==> config.mk <==
export PLATFORM = sky130hd
export DESIGN_NAME = dpt_timer_top
export DESIGN_NICKNAME = d
export VERILOG_FILES = /design/src/dpt_pkg.sv /design/src/dpt_event_in.sv /design/src/dpt_prescaler.sv /design/src/dpt_timer_top.sv
export SDC_FILE = /design/constraint.sdc
export NUM_CORES = 1
export LEC_CHECK = 0
export ABC_AREA = 1
export BUFFER_PORTS_ARGS = -buffer_cell sky130_fd_sc_hd__buf_2
export CORE_MARGIN = 2
export CORE_UTILIZATION = 55
export DETAILED_ROUTE_END_ITERATION = 7
export PLACE_DENSITY = 0.82
export SETUP_SLACK_MARGIN = 0.4
export SLEW_MARGIN = 15
export SYNTH_ARGS = -nofsm -noshare
export SYNTH_HDL_FRONTEND = slang
export SYNTH_HIERARCHICAL = 1
export SYNTH_SLANG_ARGS = --single-unit
==> constraint.sdc <==
create_clock -name core_clk_i -period 4.17 [get_ports core_clk_i]
set_clock_uncertainty 0.2 [all_clocks]
set_input_delay 1.251 -clock core_clk_i [delete_from_list [all_inputs] [get_ports core_clk_i]]
set_output_delay 1.251 -clock core_clk_i [all_outputs]
set_load 0.01 [all_outputs]
==> src/dpt_pkg.sv <==
/*
  Package of the dual 8-bit programmable timer: register offsets, field
  positions, reset values, divider masks and shared types.
  Assumes the top decodes word indices on Avalon-MM (byte address = 4 * index).
*/
package dpt_pkg;
  // ********************
  // register indices
  // ********************
  localparam logic [15:0] OFS_MODE = 16'hFFC0;
  localparam logic [15:0] OFS_CLKOUT = 16'hFFC1;
  localparam logic [15:0] OFS_SRC = 16'hFFC2;
  localparam logic [1:0][15:0] OFS_CTRL = {16'hFFC4, 16'hFFC3};
  localparam logic [1:0][15:0] OFS_RLD_L = {16'hFFC8, 16'hFFC6};
  localparam logic [1:0][15:0] OFS_RLD_H = {16'hFFC9, 16'hFFC7};
  localparam logic [1:0][15:0] OFS_CNT_L = {16'hFFCE, 16'hFFCC};
  localparam logic [1:0][15:0] OFS_CNT_H = {16'hFFCF, 16'hFFCD};
  localparam logic [1:0][15:0] OFS_CMP_L = {16'hFFD4, 16'hFFD2};
  localparam logic [1:0][15:0] OFS_CMP_H = {16'hFFD5, 16'hFFD3};
  localparam logic [15:0] OFS_PWM = 16'hFFD8;
  localparam logic [15:0] OFS_MATCH_MASK = 16'hFFE0;
  localparam logic [15:0] OFS_UF_MASK = 16'hFFE1;
  localparam logic [15:0] OFS_MATCH_PEND = 16'hFFF0;
  localparam logic [15:0] OFS_UF_PEND = 16'hFFF1;
  // ********************
  // fields and resets
  // ********************
  localparam int unsigned POS_CHSEL = 1;
  localparam int unsigned POS_OUTEN = 0;
  localparam int unsigned POS_RATIO = 2;
  localparam int unsigned POS_PRESET = 1;
  localparam int unsigned POS_RUN = 0;
  localparam logic [3:0] NIB_RESET = 4'h0;
  localparam logic [7:0] BYTE_RESET = 8'h00;
  // ********************
  // timing
  // ********************
  localparam int unsigned LOW_OSC_HZ = 32768;
  localparam int unsigned FILTER_HZ = 2048;
  localparam int unsigned FILTER_DIV = LOW_OSC_HZ / FILTER_HZ;
  localparam logic [1:0] FILTER_ACCEPT = 2'h2;
  localparam logic [7:0] DIV1_MASK = 8'h00;
  localparam logic [7:0] DIV4_MASK = 8'h03;
  localparam logic [7:0] DIV32_MASK = 8'h1F;
  localparam logic [7:0] DIV256_MASK = 8'hFF;
  // ********************
  // types
  // ********************
  typedef struct packed {
    logic chain_wide_select;
    logic event_count_mode;
    logic noise_filter_enable;
    logic count_edge_polarity;
  } dpt_mode_cfg_t;
  typedef enum logic [1:0] {BUS_IDLE = 2'b01, BUS_DONE = 2'b10} dpt_bus_state_t;
endpackage : dpt_pkg

==> src/dpt_event_in.sv <==
/*
  Count input of timer 0: synchroniser, optional noise rejector, edge select.
  Assumes filter_tick_i pulses once per falling edge of the 2048 Hz tick.
*/
`timescale 1ns/1ns
module dpt_event_in (
  input wire logic core_clk_i,
  input wire logic nrst_i,
  input wire logic pin_i,
  input wire logic filter_tick_i,
  input wire logic filter_en_i,
  input wire logic polarity_i,
  output logic count_o
);
  logic s1_reg;
  logic s2_reg;
  logic lvl_reg;
  logic prev_reg;
  logic [1:0] ticks_reg;

  // count pin idles high: reset to that level so release shows no false edge
  always_ff @(posedge core_clk_i or negedge nrst_i) begin
    if (!nrst_i) begin
      s1_reg <= 1'b1;
      s2_reg <= 1'b1;
    end else begin
      s1_reg <= pin_i;
      s2_reg <= s1_reg;
    end
  end

  // with the filter on, a change is taken only if it still stands at the second filter tick seen after it
  always_ff @(posedge core_clk_i or negedge nrst_i) begin
    if (!nrst_i) begin
      lvl_reg <= 1'b1;
      ticks_reg <= 2'h0;
    end else if (!filter_en_i) begin
      lvl_reg <= s2_reg;
      ticks_reg <= 2'h0;
    end else if (s2_reg == lvl_reg) begin
      ticks_reg <= 2'h0;
    end else if (filter_tick_i) begin
      if (ticks_reg + 2'h1 == dpt_pkg::FILTER_ACCEPT) begin
        lvl_reg <= s2_reg;
        ticks_reg <= 2'h0;
      end else begin
        ticks_reg <= ticks_reg + 2'h1;
      end
    end
  end

  always_ff @(posedge core_clk_i or negedge nrst_i) begin
    if (!nrst_i) begin
      prev_reg <= 1'b1;
    end else begin
      prev_reg <= lvl_reg;
    end
  end

  assign count_o = polarity_i ? (lvl_reg & ~prev_reg) : (prev_reg & ~lvl_reg);
endmodule : dpt_event_in

==> src/dpt_prescaler.sv <==
/*
  Prescaler of one timer: divides source ticks by 1, 4, 32 or 256.
  Assumes src_tick_i is a one-cycle pulse per source falling edge.
*/
`timescale 1ns/1ns
module dpt_prescaler (
  input wire logic core_clk_i,
  input wire logic nrst_i,
  input wire logic src_tick_i,
  input wire logic [1:0] ratio_i,
  output logic tick_o
);
  logic [7:0] cnt_reg;
  logic [7:0] mask;

  always_comb begin
    case (ratio_i)
      2'h3: mask = dpt_pkg::DIV256_MASK;
      2'h2: mask = dpt_pkg::DIV32_MASK;
      2'h1: mask = dpt_pkg::DIV4_MASK;
      default: mask = dpt_pkg::DIV1_MASK;
    endcase
  end

  assign tick_o = src_tick_i && ((cnt_reg & mask) == mask);

  always_ff @(posedge core_clk_i or negedge nrst_i) begin
    if (!nrst_i) begin
      cnt_reg <= dpt_pkg::BYTE_RESET;
    end else if (src_tick_i) begin
      cnt_reg <= cnt_reg + 8'h01;
    end
  end
endmodule : dpt_prescaler

==> src/dpt_timer_top.sv <==
/*
  Dual 8-bit programmable timer with 16-bit chaining, PWM and clock output,
  reached over an Avalon-MM slave with waitrequest (4-bit registers in bits 3:0).
  Assumes oscillator and count pins are asynchronous and sampled at 10 MHz.
*/
`timescale 1ns/1ns
module dpt_timer_top (
  input wire logic core_clk_i,
  input wire logic nrst_i,
  input wire logic low_speed_oscillator_i,
  input wire logic high_speed_oscillator_i,
  input wire logic event_count_input_pin_i,
  input wire logic [17:0] avs_address_i,
  input wire logic avs_read_i,
  input wire logic avs_write_i,
  input wire logic [31:0] avs_writedata_i,
  input wire logic [3:0] avs_byteenable_i,
  output logic [31:0] avs_readdata_o,
  output logic avs_waitrequest_o,
  output logic shared_output_pin_o,
  output logic timer_irq_o
);

  // ********************
  // oscillator sampling
  // ********************
  logic [1:0] osc_s1_reg;
  logic [1:0] osc_s2_reg;
  logic [1:0] osc_s3_reg;
  logic [1:0] osc_fall;
  logic [3:0] fdiv_reg;
  logic filter_tick;

  always_ff @(posedge core_clk_i or negedge nrst_i) begin
    if (!nrst_i) begin
      osc_s1_reg <= 2'h0;
      osc_s2_reg <= 2'h0;
      osc_s3_reg <= 2'h0;
    end else begin
      osc_s1_reg <= {high_speed_oscillator_i, low_speed_oscillator_i};
      osc_s2_reg <= osc_s1_reg;
      osc_s3_reg <= osc_s2_reg;
    end
  end
  // timers count on the falling edge of their oscillator source, unless timer 0 counts pin edges in event mode
  assign osc_fall = osc_s3_reg & ~osc_s2_reg;

  always_ff @(posedge core_clk_i or negedge nrst_i) begin
    if (!nrst_i) begin
      fdiv_reg <= 4'h0;
    end else if (osc_fall[0]) begin
      fdiv_reg <= fdiv_reg + 4'h1;
    end
  end
  assign filter_tick = osc_fall[0] && (fdiv_reg == 4'(dpt_pkg::FILTER_DIV - 1));

  // ********************
  // bus slave
  // ********************
  dpt_pkg::dpt_bus_state_t bus_state_reg;
  logic wait_reg;
  logic [31:0] rdata_reg;
  logic [15:0] idx;
  logic [3:0] wdat;
  logic wr_go;
  logic rd_cap;
  logic [3:0] rd_nib;

  assign idx = avs_address_i[17:2];
  assign wdat = avs_writedata_i[3:0];
  // writes land on the edge after the one that drops waitrequest, never earlier
  assign wr_go = avs_write_i && bus_state_reg == dpt_pkg::BUS_DONE && avs_byteenable_i[0];
  assign rd_cap = avs_read_i && bus_state_reg == dpt_pkg::BUS_IDLE;

  always_ff @(posedge core_clk_i or negedge nrst_i) begin
    if (!nrst_i) begin
      bus_state_reg <= dpt_pkg::BUS_IDLE;
      wait_reg <= 1'b1;
      rdata_reg <= 32'h0000_0000;
    end else begin
      case (bus_state_reg)
        dpt_pkg::BUS_IDLE: begin
          if (avs_read_i || avs_write_i) begin
            bus_state_reg <= dpt_pkg::BUS_DONE;
            wait_reg <= 1'b0;
            rdata_reg <= avs_read_i ? {28'h000_0000, rd_nib} : 32'h0000_0000;
          end
        end
        default: begin
          bus_state_reg <= dpt_pkg::BUS_IDLE;
          wait_reg <= 1'b1;
        end
      endcase
    end
  end
  assign avs_waitrequest_o = wait_reg;
  assign avs_readdata_o = rdata_reg;

  // ********************
  // control registers
  // ********************
  dpt_pkg::dpt_mode_cfg_t mode_reg;
  logic clock_out_channel_select_reg;
  logic clock_out_enable_reg;
  logic [1:0] source_select_reg;
  logic [1:0] pwm_select_reg;
  logic [1:0] match_mask_reg;
  logic [1:0] underflow_mask_reg;
  logic wide;

  assign wide = mode_reg.chain_wide_select;

  always_ff @(posedge core_clk_i or negedge nrst_i) begin
    if (!nrst_i) begin
      mode_reg <= dpt_pkg::NIB_RESET;
      clock_out_channel_select_reg <= 1'b0;
      clock_out_enable_reg <= 1'b0;
      source_select_reg <= 2'h0;
      pwm_select_reg <= 2'h0;
      match_mask_reg <= 2'h0;
      underflow_mask_reg <= 2'h0;
    end else if (wr_go) begin
      case (idx)
        dpt_pkg::OFS_MODE: mode_reg <= wdat;
        dpt_pkg::OFS_CLKOUT: begin
          clock_out_channel_select_reg <= wdat[dpt_pkg::POS_CHSEL];
          clock_out_enable_reg <= wdat[dpt_pkg::POS_OUTEN];
        end
        dpt_pkg::OFS_SRC: source_select_reg <= wdat[1:0];
        dpt_pkg::OFS_PWM: pwm_select_reg <= wdat[1:0];
        dpt_pkg::OFS_MATCH_MASK: match_mask_reg <= wdat[1:0];
        dpt_pkg::OFS_UF_MASK: underflow_mask_reg <= wdat[1:0];
        default: ;
      endcase
    end
  end

  // ********************
  // timer datapath
  // ********************
  logic [1:0] run_req_reg;
  logic [1:0] active_reg;
  logic [1:0] wave_reg;
  logic [1:0] underflow_flag_reg;
  logic [1:0] match_flag_reg;
  logic [1:0][1:0] ratio_reg;
  logic [1:0][7:0] reload_reg;
  logic [1:0][7:0] compare_reg;
  logic [1:0][7:0] count_reg;
  logic [1:0][7:0] count_next;
  logic [1:0][3:0] hold_reg;
  logic [1:0] src_tick;
  logic [1:0] presc_tick;
  logic [1:0] tick;
  logic [1:0] step;
  logic [1:0] zero;
  logic [1:0] uf;
  logic [1:0] load;
  logic [1:0] preset;
  logic [1:0] match;
  logic [1:0] pwm_eff;
  logic ev_pulse;

  dpt_event_in u_event_in (
    .core_clk_i(core_clk_i),
    .nrst_i(nrst_i),
    .pin_i(event_count_input_pin_i),
    .filter_tick_i(filter_tick),
    .filter_en_i(mode_reg.noise_filter_enable),
    .polarity_i(mode_reg.count_edge_polarity),
    .count_o(ev_pulse)
  );

  always_comb begin
    tick[0] = mode_reg.event_count_mode ? ev_pulse : presc_tick[0];
    tick[1] = wide ? tick[0] : presc_tick[1];
    zero[0] = count_reg[0] == dpt_pkg::BYTE_RESET;
    zero[1] = count_reg[1] == dpt_pkg::BYTE_RESET;
    preset[0] = wr_go && idx == dpt_pkg::OFS_CTRL[0] && wdat[dpt_pkg::POS_PRESET];
    preset[1] = wide ? preset[0]
      : (wr_go && idx == dpt_pkg::OFS_CTRL[1] && wdat[dpt_pkg::POS_PRESET]);
    pwm_eff = {pwm_select_reg[1] & ~wide, pwm_select_reg[0]};
    if (wide) begin
      step[0] = tick[0] & active_reg[0];
      step[1] = step[0] & zero[0];
      uf = {step[0] & zero[0] & zero[1], 1'b0};
      load = {2{uf[1] | preset[0]}};
    end else begin
      step = tick & active_reg;
      uf = step & zero;
      load = uf | preset;
    end
  end

  for (genvar i = 0; i < 2; i++) begin : g_timer
    assign src_tick[i] = source_select_reg[i] ? osc_fall[1] : osc_fall[0];

    dpt_prescaler u_prescaler (
      .core_clk_i(core_clk_i),
      .nrst_i(nrst_i),
      .src_tick_i(src_tick[i]),
      .ratio_i(ratio_reg[i]),
      .tick_o(presc_tick[i])
    );

    always_comb begin
      if (load[i]) begin
        count_next[i] = reload_reg[i];
      end else if (step[i]) begin
        count_next[i] = count_reg[i] - 8'h01;
      end else begin
        count_next[i] = count_reg[i];
      end
    end
    assign match[i] = step[i] && pwm_eff[i] && count_next[i] == compare_reg[i];

    always_ff @(posedge core_clk_i or negedge nrst_i) begin
      if (!nrst_i) begin
        count_reg[i] <= dpt_pkg::BYTE_RESET;
      end else begin
        count_reg[i] <= count_next[i];
      end
    end

    // run changes only at the timer's own input clock edge
    always_ff @(posedge core_clk_i or negedge nrst_i) begin
      if (!nrst_i) begin
        active_reg[i] <= 1'b0;
      end else if (tick[i]) begin
        active_reg[i] <= run_req_reg[i];
      end
    end

    always_ff @(posedge core_clk_i or negedge nrst_i) begin
      if (!nrst_i) begin
        run_req_reg[i] <= 1'b0;
        ratio_reg[i] <= 2'h0;
      end else if (wr_go && idx == dpt_pkg::OFS_CTRL[i]) begin
        run_req_reg[i] <= wdat[dpt_pkg::POS_RUN];
        ratio_reg[i] <= wdat[dpt_pkg::POS_RATIO +: 2];
      end
    end

    always_ff @(posedge core_clk_i or negedge nrst_i) begin
      if (!nrst_i) begin
        reload_reg[i] <= dpt_pkg::BYTE_RESET;
        compare_reg[i] <= dpt_pkg::BYTE_RESET;
      end else if (wr_go) begin
        if (idx == dpt_pkg::OFS_RLD_L[i]) reload_reg[i][3:0] <= wdat;
        if (idx == dpt_pkg::OFS_RLD_H[i]) reload_reg[i][7:4] <= wdat;
        if (idx == dpt_pkg::OFS_CMP_L[i]) compare_reg[i][3:0] <= wdat;
        if (idx == dpt_pkg::OFS_CMP_H[i]) compare_reg[i][7:4] <= wdat;
      end
    end

    // high nibble frozen by the low read so the pair is coherent
    always_ff @(posedge core_clk_i or negedge nrst_i) begin
      if (!nrst_i) begin
        hold_reg[i] <= dpt_pkg::NIB_RESET;
      end else if (rd_cap && idx == dpt_pkg::OFS_CNT_L[i]) begin
        hold_reg[i] <= count_reg[i][7:4];
      end
    end

    always_ff @(posedge core_clk_i or negedge nrst_i) begin
      if (!nrst_i) begin
        wave_reg[i] <= 1'b0;
      end else if (uf[i]) begin
        wave_reg[i] <= pwm_eff[i] ? 1'b1 : ~wave_reg[i];
      end else if (match[i]) begin
        wave_reg[i] <= 1'b0;
      end
    end

    // set wins over a clear in the same cycle
    always_ff @(posedge core_clk_i or negedge nrst_i) begin
      if (!nrst_i) begin
        underflow_flag_reg[i] <= 1'b0;
        match_flag_reg[i] <= 1'b0;
      end else begin
        underflow_flag_reg[i] <= uf[i] | (underflow_flag_reg[i]
          & ~(wr_go && idx == dpt_pkg::OFS_UF_PEND && wdat[i]));
        match_flag_reg[i] <= match[i] | (match_flag_reg[i]
          & ~(wr_go && idx == dpt_pkg::OFS_MATCH_PEND && wdat[i]));
      end
    end
  end

  // ********************
  // read mux and outputs
  // ********************
  always_comb begin
    case (idx)
      dpt_pkg::OFS_MODE: rd_nib = mode_reg;
      dpt_pkg::OFS_CLKOUT: rd_nib = {2'h0, clock_out_channel_select_reg, clock_out_enable_reg};
      dpt_pkg::OFS_SRC: rd_nib = {2'h0, source_select_reg};
      dpt_pkg::OFS_CTRL[0]: rd_nib = {ratio_reg[0], 1'b0, run_req_reg[0] | active_reg[0]};
      dpt_pkg::OFS_CTRL[1]: rd_nib = {ratio_reg[1], 1'b0, run_req_reg[1] | active_reg[1]};
      dpt_pkg::OFS_RLD_L[0]: rd_nib = reload_reg[0][3:0];
      dpt_pkg::OFS_RLD_H[0]: rd_nib = reload_reg[0][7:4];
      dpt_pkg::OFS_RLD_L[1]: rd_nib = reload_reg[1][3:0];
      dpt_pkg::OFS_RLD_H[1]: rd_nib = reload_reg[1][7:4];
      dpt_pkg::OFS_CNT_L[0]: rd_nib = count_reg[0][3:0];
      dpt_pkg::OFS_CNT_H[0]: rd_nib = hold_reg[0];
      dpt_pkg::OFS_CNT_L[1]: rd_nib = count_reg[1][3:0];
      dpt_pkg::OFS_CNT_H[1]: rd_nib = hold_reg[1];
      dpt_pkg::OFS_CMP_L[0]: rd_nib = compare_reg[0][3:0];
      dpt_pkg::OFS_CMP_H[0]: rd_nib = compare_reg[0][7:4];
      dpt_pkg::OFS_CMP_L[1]: rd_nib = compare_reg[1][3:0];
      dpt_pkg::OFS_CMP_H[1]: rd_nib = compare_reg[1][7:4];
      dpt_pkg::OFS_PWM: rd_nib = {2'h0, pwm_select_reg};
      dpt_pkg::OFS_MATCH_MASK: rd_nib = {2'h0, match_mask_reg};
      dpt_pkg::OFS_UF_MASK: rd_nib = {2'h0, underflow_mask_reg};
      dpt_pkg::OFS_MATCH_PEND: rd_nib = {2'h0, match_flag_reg};
      dpt_pkg::OFS_UF_PEND: rd_nib = {2'h0, underflow_flag_reg};
      default: rd_nib = dpt_pkg::NIB_RESET;
    endcase
  end

  // pin is re-timed here, so the enable toggle leaves no half-cycle glitch
  always_ff @(posedge core_clk_i or negedge nrst_i) begin
    if (!nrst_i) begin
      shared_output_pin_o <= 1'b1;
      timer_irq_o <= 1'b0;
    end else begin
      shared_output_pin_o <= clock_out_enable_reg
        ? wave_reg[wide | clock_out_channel_select_reg] : 1'b1;
      timer_irq_o <= |((underflow_flag_reg & underflow_mask_reg)
        | (match_flag_reg & match_mask_reg));
    end
  end
endmodule : dpt_timer_top

[After elaboration in Yosys (flattened, before gate mapping)]
Cells that the tools add are included.
Storage, ports and cells
  bits in registers: 153
  output and inout port bits: 35
Operators by class
  add/subtract/negate cells: 6
  $lt $le $gt $ge: 1
  equality and inequality tests: 42
  muxes and demuxes: 38
  bitwise operators: 37
  reduce and logical (&&, ||, !) cells: 44
Operators by type and width (count)
  16-bit == test, second input constant: 22
  4-bit one-hot mux with 22 select lines: 1
  8-bit one-hot mux with 3 select lines: 2
  8-bit == test: 4
  8-bit 2-to-1 mux: 4
  2-bit AND reduction: 15
  1-bit logical AND: 22
  1-bit 2-to-1 mux: 21
  2-bit 2-to-1 mux: 9
  8-bit by 1-bit adder with 8-bit output, second input constant: 2
  8-bit AND: 2
  8-bit logical NOT: 2
  8-bit by 1-bit subtractor with 8-bit output, second input constant: 2
  2-bit == test, second input constant: 6
  1-bit AND: 10
  2-bit AND: 5
  1-bit NOT: 9
  1-bit bitwise OR: 8
  2-bit by 1-bit == test with 1-bit output, second input constant: 3
  4-bit by 1-bit adder with 4-bit output, second input constant: 1
  4-bit == test, second input constant: 1
  4-bit 2-to-1 mux: 1
  2-bit by 1-bit inequality test with 1-bit output, second input constant: 2
  2-bit inequality test, second input constant: 2
  10 further kinds: 12

[Longest topological paths before layout]
  depth after elaboration: 16
  mapped depth: 26
  mapped depth without buffers: 26

[Cells and area by module]
The synthesis kept the hierarchy.
Modules (own cells, without submodules)
  dpt_timer_top: instances 1, cells an instance 825, area each 6044.5 µm², sequential area each 2555.0 µm²
  dpt_prescaler: instances 2, cells an instance 55, area each 426.7 µm², sequential area each 200.2 µm²
  dpt_event_in: instances 1, cells an instance 26, area each 241.5 µm², sequential area each 155.1 µm²

[Worst setup path before layout]
No wires, ideal clock.
  path kind: register -> register
  from: register osc_s2_reg[0]
  to: register wave_reg[1]
  arrival: 2933 ps
  setup slack: 920 ps
  cell stages (with the launch flop): 26
  buffers on the path: 1
  clock period less this slack: 3250 ps
  cells stage by stage: dfrtp_1 nor2_1 inv_1 o21ai_0 nand2_2 nor2_1 nor2_1 nor2_1 inv_1 o21ai_2 nand2_4 inv_4 nand3_2 nand2_2 buf_6 nand3_1 nand2_1 nand2_1 nand2_1 nand2_1 nand2_1 nand2_1 nor2_1 nand2_1 nand2_1 nand2_1
Between the ends
  longest elaborated chain between the ends: 14
Ends and longest elaborated chain
  start, declared: RTL line dpt_timer_top.sv:28  | logic [1:0] osc_s2_reg;
  start signal, assigned: RTL line dpt_timer_top.sv:41  | osc_s2_reg <= osc_s1_reg;
  2-bit NOT (*): RTL line dpt_timer_top.sv:46  | assign osc_fall = osc_s3_reg & ~osc_s2_reg;
  2-bit AND (*): RTL line dpt_timer_top.sv:46
  1-bit 2-to-1 mux (*): RTL line dpt_timer_top.sv:196  | assign src_tick[i] = source_select_reg[i] ? osc_fall[1] : osc_fall[0];
  via src_tick[0]: RTL line dpt_timer_top.sv:152  | logic [1:0] src_tick;
  1-bit logical AND (*): RTL line dpt_prescaler.sv:25  | assign tick_o = src_tick_i && ((cnt_reg & mask) == mask);
  via presc_tick[0]: RTL line dpt_timer_top.sv:153  | logic [1:0] presc_tick;
  1-bit 2-to-1 mux (*): RTL line dpt_timer_top.sv:175  | tick[0] = mode_reg.event_count_mode ? ev_pulse : presc_tick[0];
  1-bit 2-to-1 mux or 1-bit AND (tied branches): RTL line dpt_timer_top.sv:176, dpt_timer_top.sv:184
  2-bit AND or 1-bit AND (tied branches): RTL line dpt_timer_top.sv:189, dpt_timer_top.sv:185, dpt_timer_top.sv:186
  2-bit AND or 1-bit AND (tied branches): RTL line dpt_timer_top.sv:190, dpt_timer_top.sv:186
  2-bit bitwise OR or 1-bit bitwise OR (tied branches): RTL line dpt_timer_top.sv:191, dpt_timer_top.sv:187
  2-bit 2-to-1 mux: RTL line dpt_timer_top.sv:183  | if (wide) begin
  8-bit 2-to-1 mux: RTL line dpt_timer_top.sv:207  | if (load[i]) begin
  8-bit == test: RTL line dpt_timer_top.sv:215  | assign match[i] = step[i] && pwm_eff[i] && count_next[i] == compare_reg[i];
  1-bit logical AND: RTL line dpt_timer_top.sv:215
  2-bit nonzero test (no line)
  end signal, assigned by index: RTL line dpt_timer_top.sv:269  | wave_reg[i] <= pwm_eff[i] ? 1'b1 : ~wave_reg[i];
  end, declared: RTL line dpt_timer_top.sv:143  | logic [1:0] wave_reg;
The timed path passes the listed nets; every way through them passes the cells marked *.
A chain may end at the register's enable or synchronous reset.

[Final worst setup path]
  from: register osc_s2_reg[0]
  to: register wave_reg[0]
Between the ends
  longest elaborated chain between the ends: 14
Ends and longest elaborated chain
  2-bit NOT (*): RTL line dpt_timer_top.sv:46
  2-bit AND (*): RTL line dpt_timer_top.sv:46
  1-bit 2-to-1 mux (*): RTL line dpt_timer_top.sv:196
  via src_tick[0]: RTL line dpt_timer_top.sv:152
  1-bit logical AND (*): RTL line dpt_prescaler.sv:25
  via presc_tick[0]: RTL line dpt_timer_top.sv:153
  1-bit 2-to-1 mux (*): RTL line dpt_timer_top.sv:175
  1-bit AND: RTL line dpt_timer_top.sv:184  | step[0] = tick[0] & active_reg[0];
  1-bit AND (2 in a row): RTL line dpt_timer_top.sv:186  | uf = {step[0] & zero[0] & zero[1], 1'b0};
  1-bit bitwise OR: RTL line dpt_timer_top.sv:187  | load = {2{uf[1] | preset[0]}};
  2-bit 2-to-1 mux: RTL line dpt_timer_top.sv:183
  8-bit 2-to-1 mux: RTL line dpt_timer_top.sv:207
  8-bit == test: RTL line dpt_timer_top.sv:215
  1-bit logical AND: RTL line dpt_timer_top.sv:215
  2-bit nonzero test (no line)
Marked as above.

==> results.sh <==
export IMPL_critPathBufInv=5
export IMPL_drc=0
export IMPL_dieWidth_microns=118
export IMPL_ys_async_sr_fraction_pct=100
export IMPL_cp_top_family="simple AND/OR/NAND/NOR gates"
export IMPL_synth_avg_cell_area_sq_um=7.43
export IMPL_criticalPathCategory="reg -> reg"
export IMPL_grt_ovfl_total=0
export IMPL_start_util_pct=56.3
export IMPL_finalSetupViolCount=0
export IMPL_wl_per_cell_microns=15.8
export IMPL_p_int_mw=2.34
export IMPL_crit_top_cell="nand2_1"
export IMPL_insertion_delay_ns=0.42
export IMPL_critical_path_peak_fanout=11
export IMPL_power_frac_comb_pct=8.5
export IMPL_antenna_found_initial=0
export IMPL_yosys_top_cells_area="dfrtp_1, nand2_1, inv_1, o21ai_0, nand3_1"
export IMPL_grt_max_degree=125
export IMPL_p_sw_share_pct=26.5
export IMPL_highest_layer="met4"
export IMPL_cts_max_level=4
export IMPL_slowest_stage="dfrtp_1"
export IMPL_dr_wl_met2_mm=8.81
export IMPL_wirelength_mm=18.9
export IMPL_hpwl_mm=13.7
export IMPL_routabilityCongestion=1.03
export IMPL_maxSlewViolCount=0
export IMPL_max_freq_ghz=0.283
export IMPL_first_pass_iters=7
export IMPL_port_buffers=34
export IMPL_cp_arrival_ns=3.65
export IMPL_dr_first_iter_drc_count=681
export IMPL_clkPwrFrac_pct=48.8
export IMPL_pwr_share_seq_pct=42.7
export IMPL_worst_pin_slew_ns=0.681
export IMPL_vias_per_cell=5.50
export IMPL_met3_length_mm=1.51
export IMPL_row_count=41
export IMPL_clk_path_buf_depth=2
export IMPL_fill_cells=1089
export IMPL_antenna_left=0
export IMPL_ctsHoldBuffers=0
export IMPL_leakage_nw=4.01
export IMPL_synth_edf_count=0
export IMPL_power_switching_uw=846
export IMPL_die_h_microns=118
export IMPL_nets=1075
export IMPL_diodes=0
export IMPL_yosysTopAreaCell="dfrtp_1"
export IMPL_clkTransAtPathRegs_ns=0.06
export IMPL_period_share_pct=84.8
export IMPL_path_cells="nor2_4 > inv_1 > o21ai_0 > buf_4 > nand2_2 > nor2_1 > nor2_1 > nor2_1 > inv_1 > o21ai_4 > nand2_4 > inv_4 > nand3_4 > nand3_4 > inv_1 > nand2_1 > nand2_1 > nand2_1 > nand3_1 > nor2_1 > nand3_2 > nand2_1 > nand2_1"
export IMPL_setup_worst_path_end_class="flip-flop"
export IMPL_total_power_mw=3.19
export IMPL_vias=6566
export IMPL_p_per_area_nw_per_um2=394
export IMPL_grt_pass1_wl_mm=30.7
export IMPL_synth_top_area_share_pct=41.4
export IMPL_period_needed_ns=3.54
export IMPL_max_stage_delay_ns=0.42
export IMPL_cts_buffers=17
export IMPL_cts_sinks=124
export IMPL_worstPathRequired_ns=4.28
export IMPL_drive_gt1_share_pct=11.5
export IMPL_peakVddDrop_uv=316
export IMPL_cts_root_buf="clkbuf_16"
export IMPL_ys_seq_area_share_pct=43.6
export IMPL_area_delta_synth_final_pct=13.3
export IMPL_syn_inst=961
export IMPL_ios=96
export IMPL_dieArea_sq_um=13900
export IMPL_maxCapViolations=0
export IMPL_critPathLaunchType="flip-flop"
export IMPL_core_sq_um=12700
export IMPL_ys_warn_count=6
export IMPL_synth_seq_cells=124
export IMPL_min_path_type="reg -> reg"
export IMPL_yosysUniqueCellTypes=44
export IMPL_hold_viol_final=0
export IMPL_status="finished clean"
export IMPL_finalSetupTns_ns=0
export IMPL_met1_length_mm=8.00
export IMPL_syn_area_sq_um=7140
export IMPL_synth_main_ff_cell="dfrtp_1"
export IMPL_relSlewSlack_pct=54.6
export IMPL_grtUsageTotal_pct=28.2
export IMPL_rsz0062_at_grt="false"
export IMPL_cts_tree="built"
export IMPL_first_global_vias=6133
kinds of logic after synthesis:
logic type	count (synthesis)	share of synthesized area [%]
DFF	124	43.6
muxes	2	0.315
AOI/OAI and AO/OA	119	9.31
adders and majority gates	5	0.876
other	1	0.0525
buffers and inverters	174	11.1
xor gates and xnor gates	19	2.33
and+or+nand+nor	517	32.5
per-layer routing:
metal / GRT usage [%] / vias to the layer above
met5: 0 / -
met1: 38.3 / 3093
met2: 44.1 / 302
met3: 4.65 / 40
met4: 13.4 / 0
li1: - / 3131
what timing repair did:
action / 4_1_cts / 5_1_grt
endpoints found under the setup margin: 1 / 4
gates resized for setup: 1 / 6
pin swaps: 0 / 2
setup buffers: 0 / 0
endpoints found under the hold margin: 0 / 0
worst paths after layout:
kind,startpoint,cells after the start,end,slack [ns]
max in group asynchronous,nrst_i,2,compare_reg[5]$_DFFE_PN0P_,2.58
setup / recovery,osc_s2_reg[0]$_DFF_PN0_,23,wave_reg[0]$_DFFE_PN0P_,0.63
hold / removal,u_event_in/s1_reg$_DFF_PN1_,0,u_event_in/s2_reg$_DFF_PN1_,0.16
hold reg to reg,u_event_in/s1_reg$_DFF_PN1_,0,u_event_in/s2_reg$_DFF_PN1_,0.16
setup reg to reg,osc_s2_reg[0]$_DFF_PN0_,23,wave_reg[0]$_DFFE_PN0P_,0.63
min in group asynchronous,nrst_i,2,osc_s2_reg[0]$_DFF_PN0_,0.72
per-stage QoR:
stage / hold WS (ns) / utilization (%) / cell area (sq um) / instances / setup slack [ns]
3_5_place_dp: 0.142 / 58.6 / 7420 / 1162 / 0.393
2_1_floorplan: 0.131 / - / 7240 / 988 / 0.920
4_1_cts: 0.161 / 63.6 / 8050 / 1194 / 0.442
3_3_place_gp: 0.132 / 58.6 / 7420 / 1162 / 0.518
5_1_grt: 0.163 / 63.9 / 8090 / 1194 / 0.381
6_report: 0.160 / 63.9 / 8090 / 1194 / 0.632
layout by cell type, fill, tap and decap left out, types with 7 or more instances in the layout:
| master | synthesis | final |
|---|---|---|
| nor2_1 | 61 | 60 |
| nand4_1 | 22 | 22 |
| buf_2 | 3 | 33 |
| nor3_1 | 17 | 17 |
| nand2_2 | 8 | 7 |
| clkbuf_16 | 0 | 17 |
| o21ai_0 | 88 | 88 |
| nand2_1 | 307 | 307 |
| inv_1 | 128 | 128 |
| o22ai_1 | 11 | 11 |
| dfrtp_1 | 118 | 118 |
| nand3_1 | 70 | 69 |
| xor2_1 | 16 | 16 |
| buf_4 | 29 | 10 |
| conb_1 | 1 | 28 |
power groups by stage:
stage               Sequential, mW  Combinational (mW)  Clock, mW
floorplan                     1.37               0.199          0
global placement              1.38               0.255          0
detailed placement            1.38               0.265          0
CTS                           1.36               0.269       1.56
global route                  1.37               0.308       1.62
finish                        1.36               0.271       1.56
final cells by class:
class	count	area [sq um]	area share [%]
Multi-Input combinational cell	690	3380	41.8
Tap cell	172	215	2.66
Sequential cell	124	3110	38.4
Clock inverter	15	203	2.51
Inverter	132	498	6.15
Clock buffer	17	425	5.26
Timing Repair Buffer	44	260	3.22
synthesized netlist by cell type, types with 4 or more instances:
master    count
dfstp_2       6
nor3_1       17
clkbuf_1      7
ha_1          5
nor4_1        6
nand3_1      70
nand2_1     307
buf_4        29
nor2_1       61
inv_1       128
nand2_2       8
xor2_1       16
nand4_1      22
nand2_4       4
o21ai_0      88
dfrtp_1     118
nand3b_1      4
a221oi_1      6
o22ai_1      11
nor2_4        5
No activity file was read; power rests on OpenSTA's default activity.
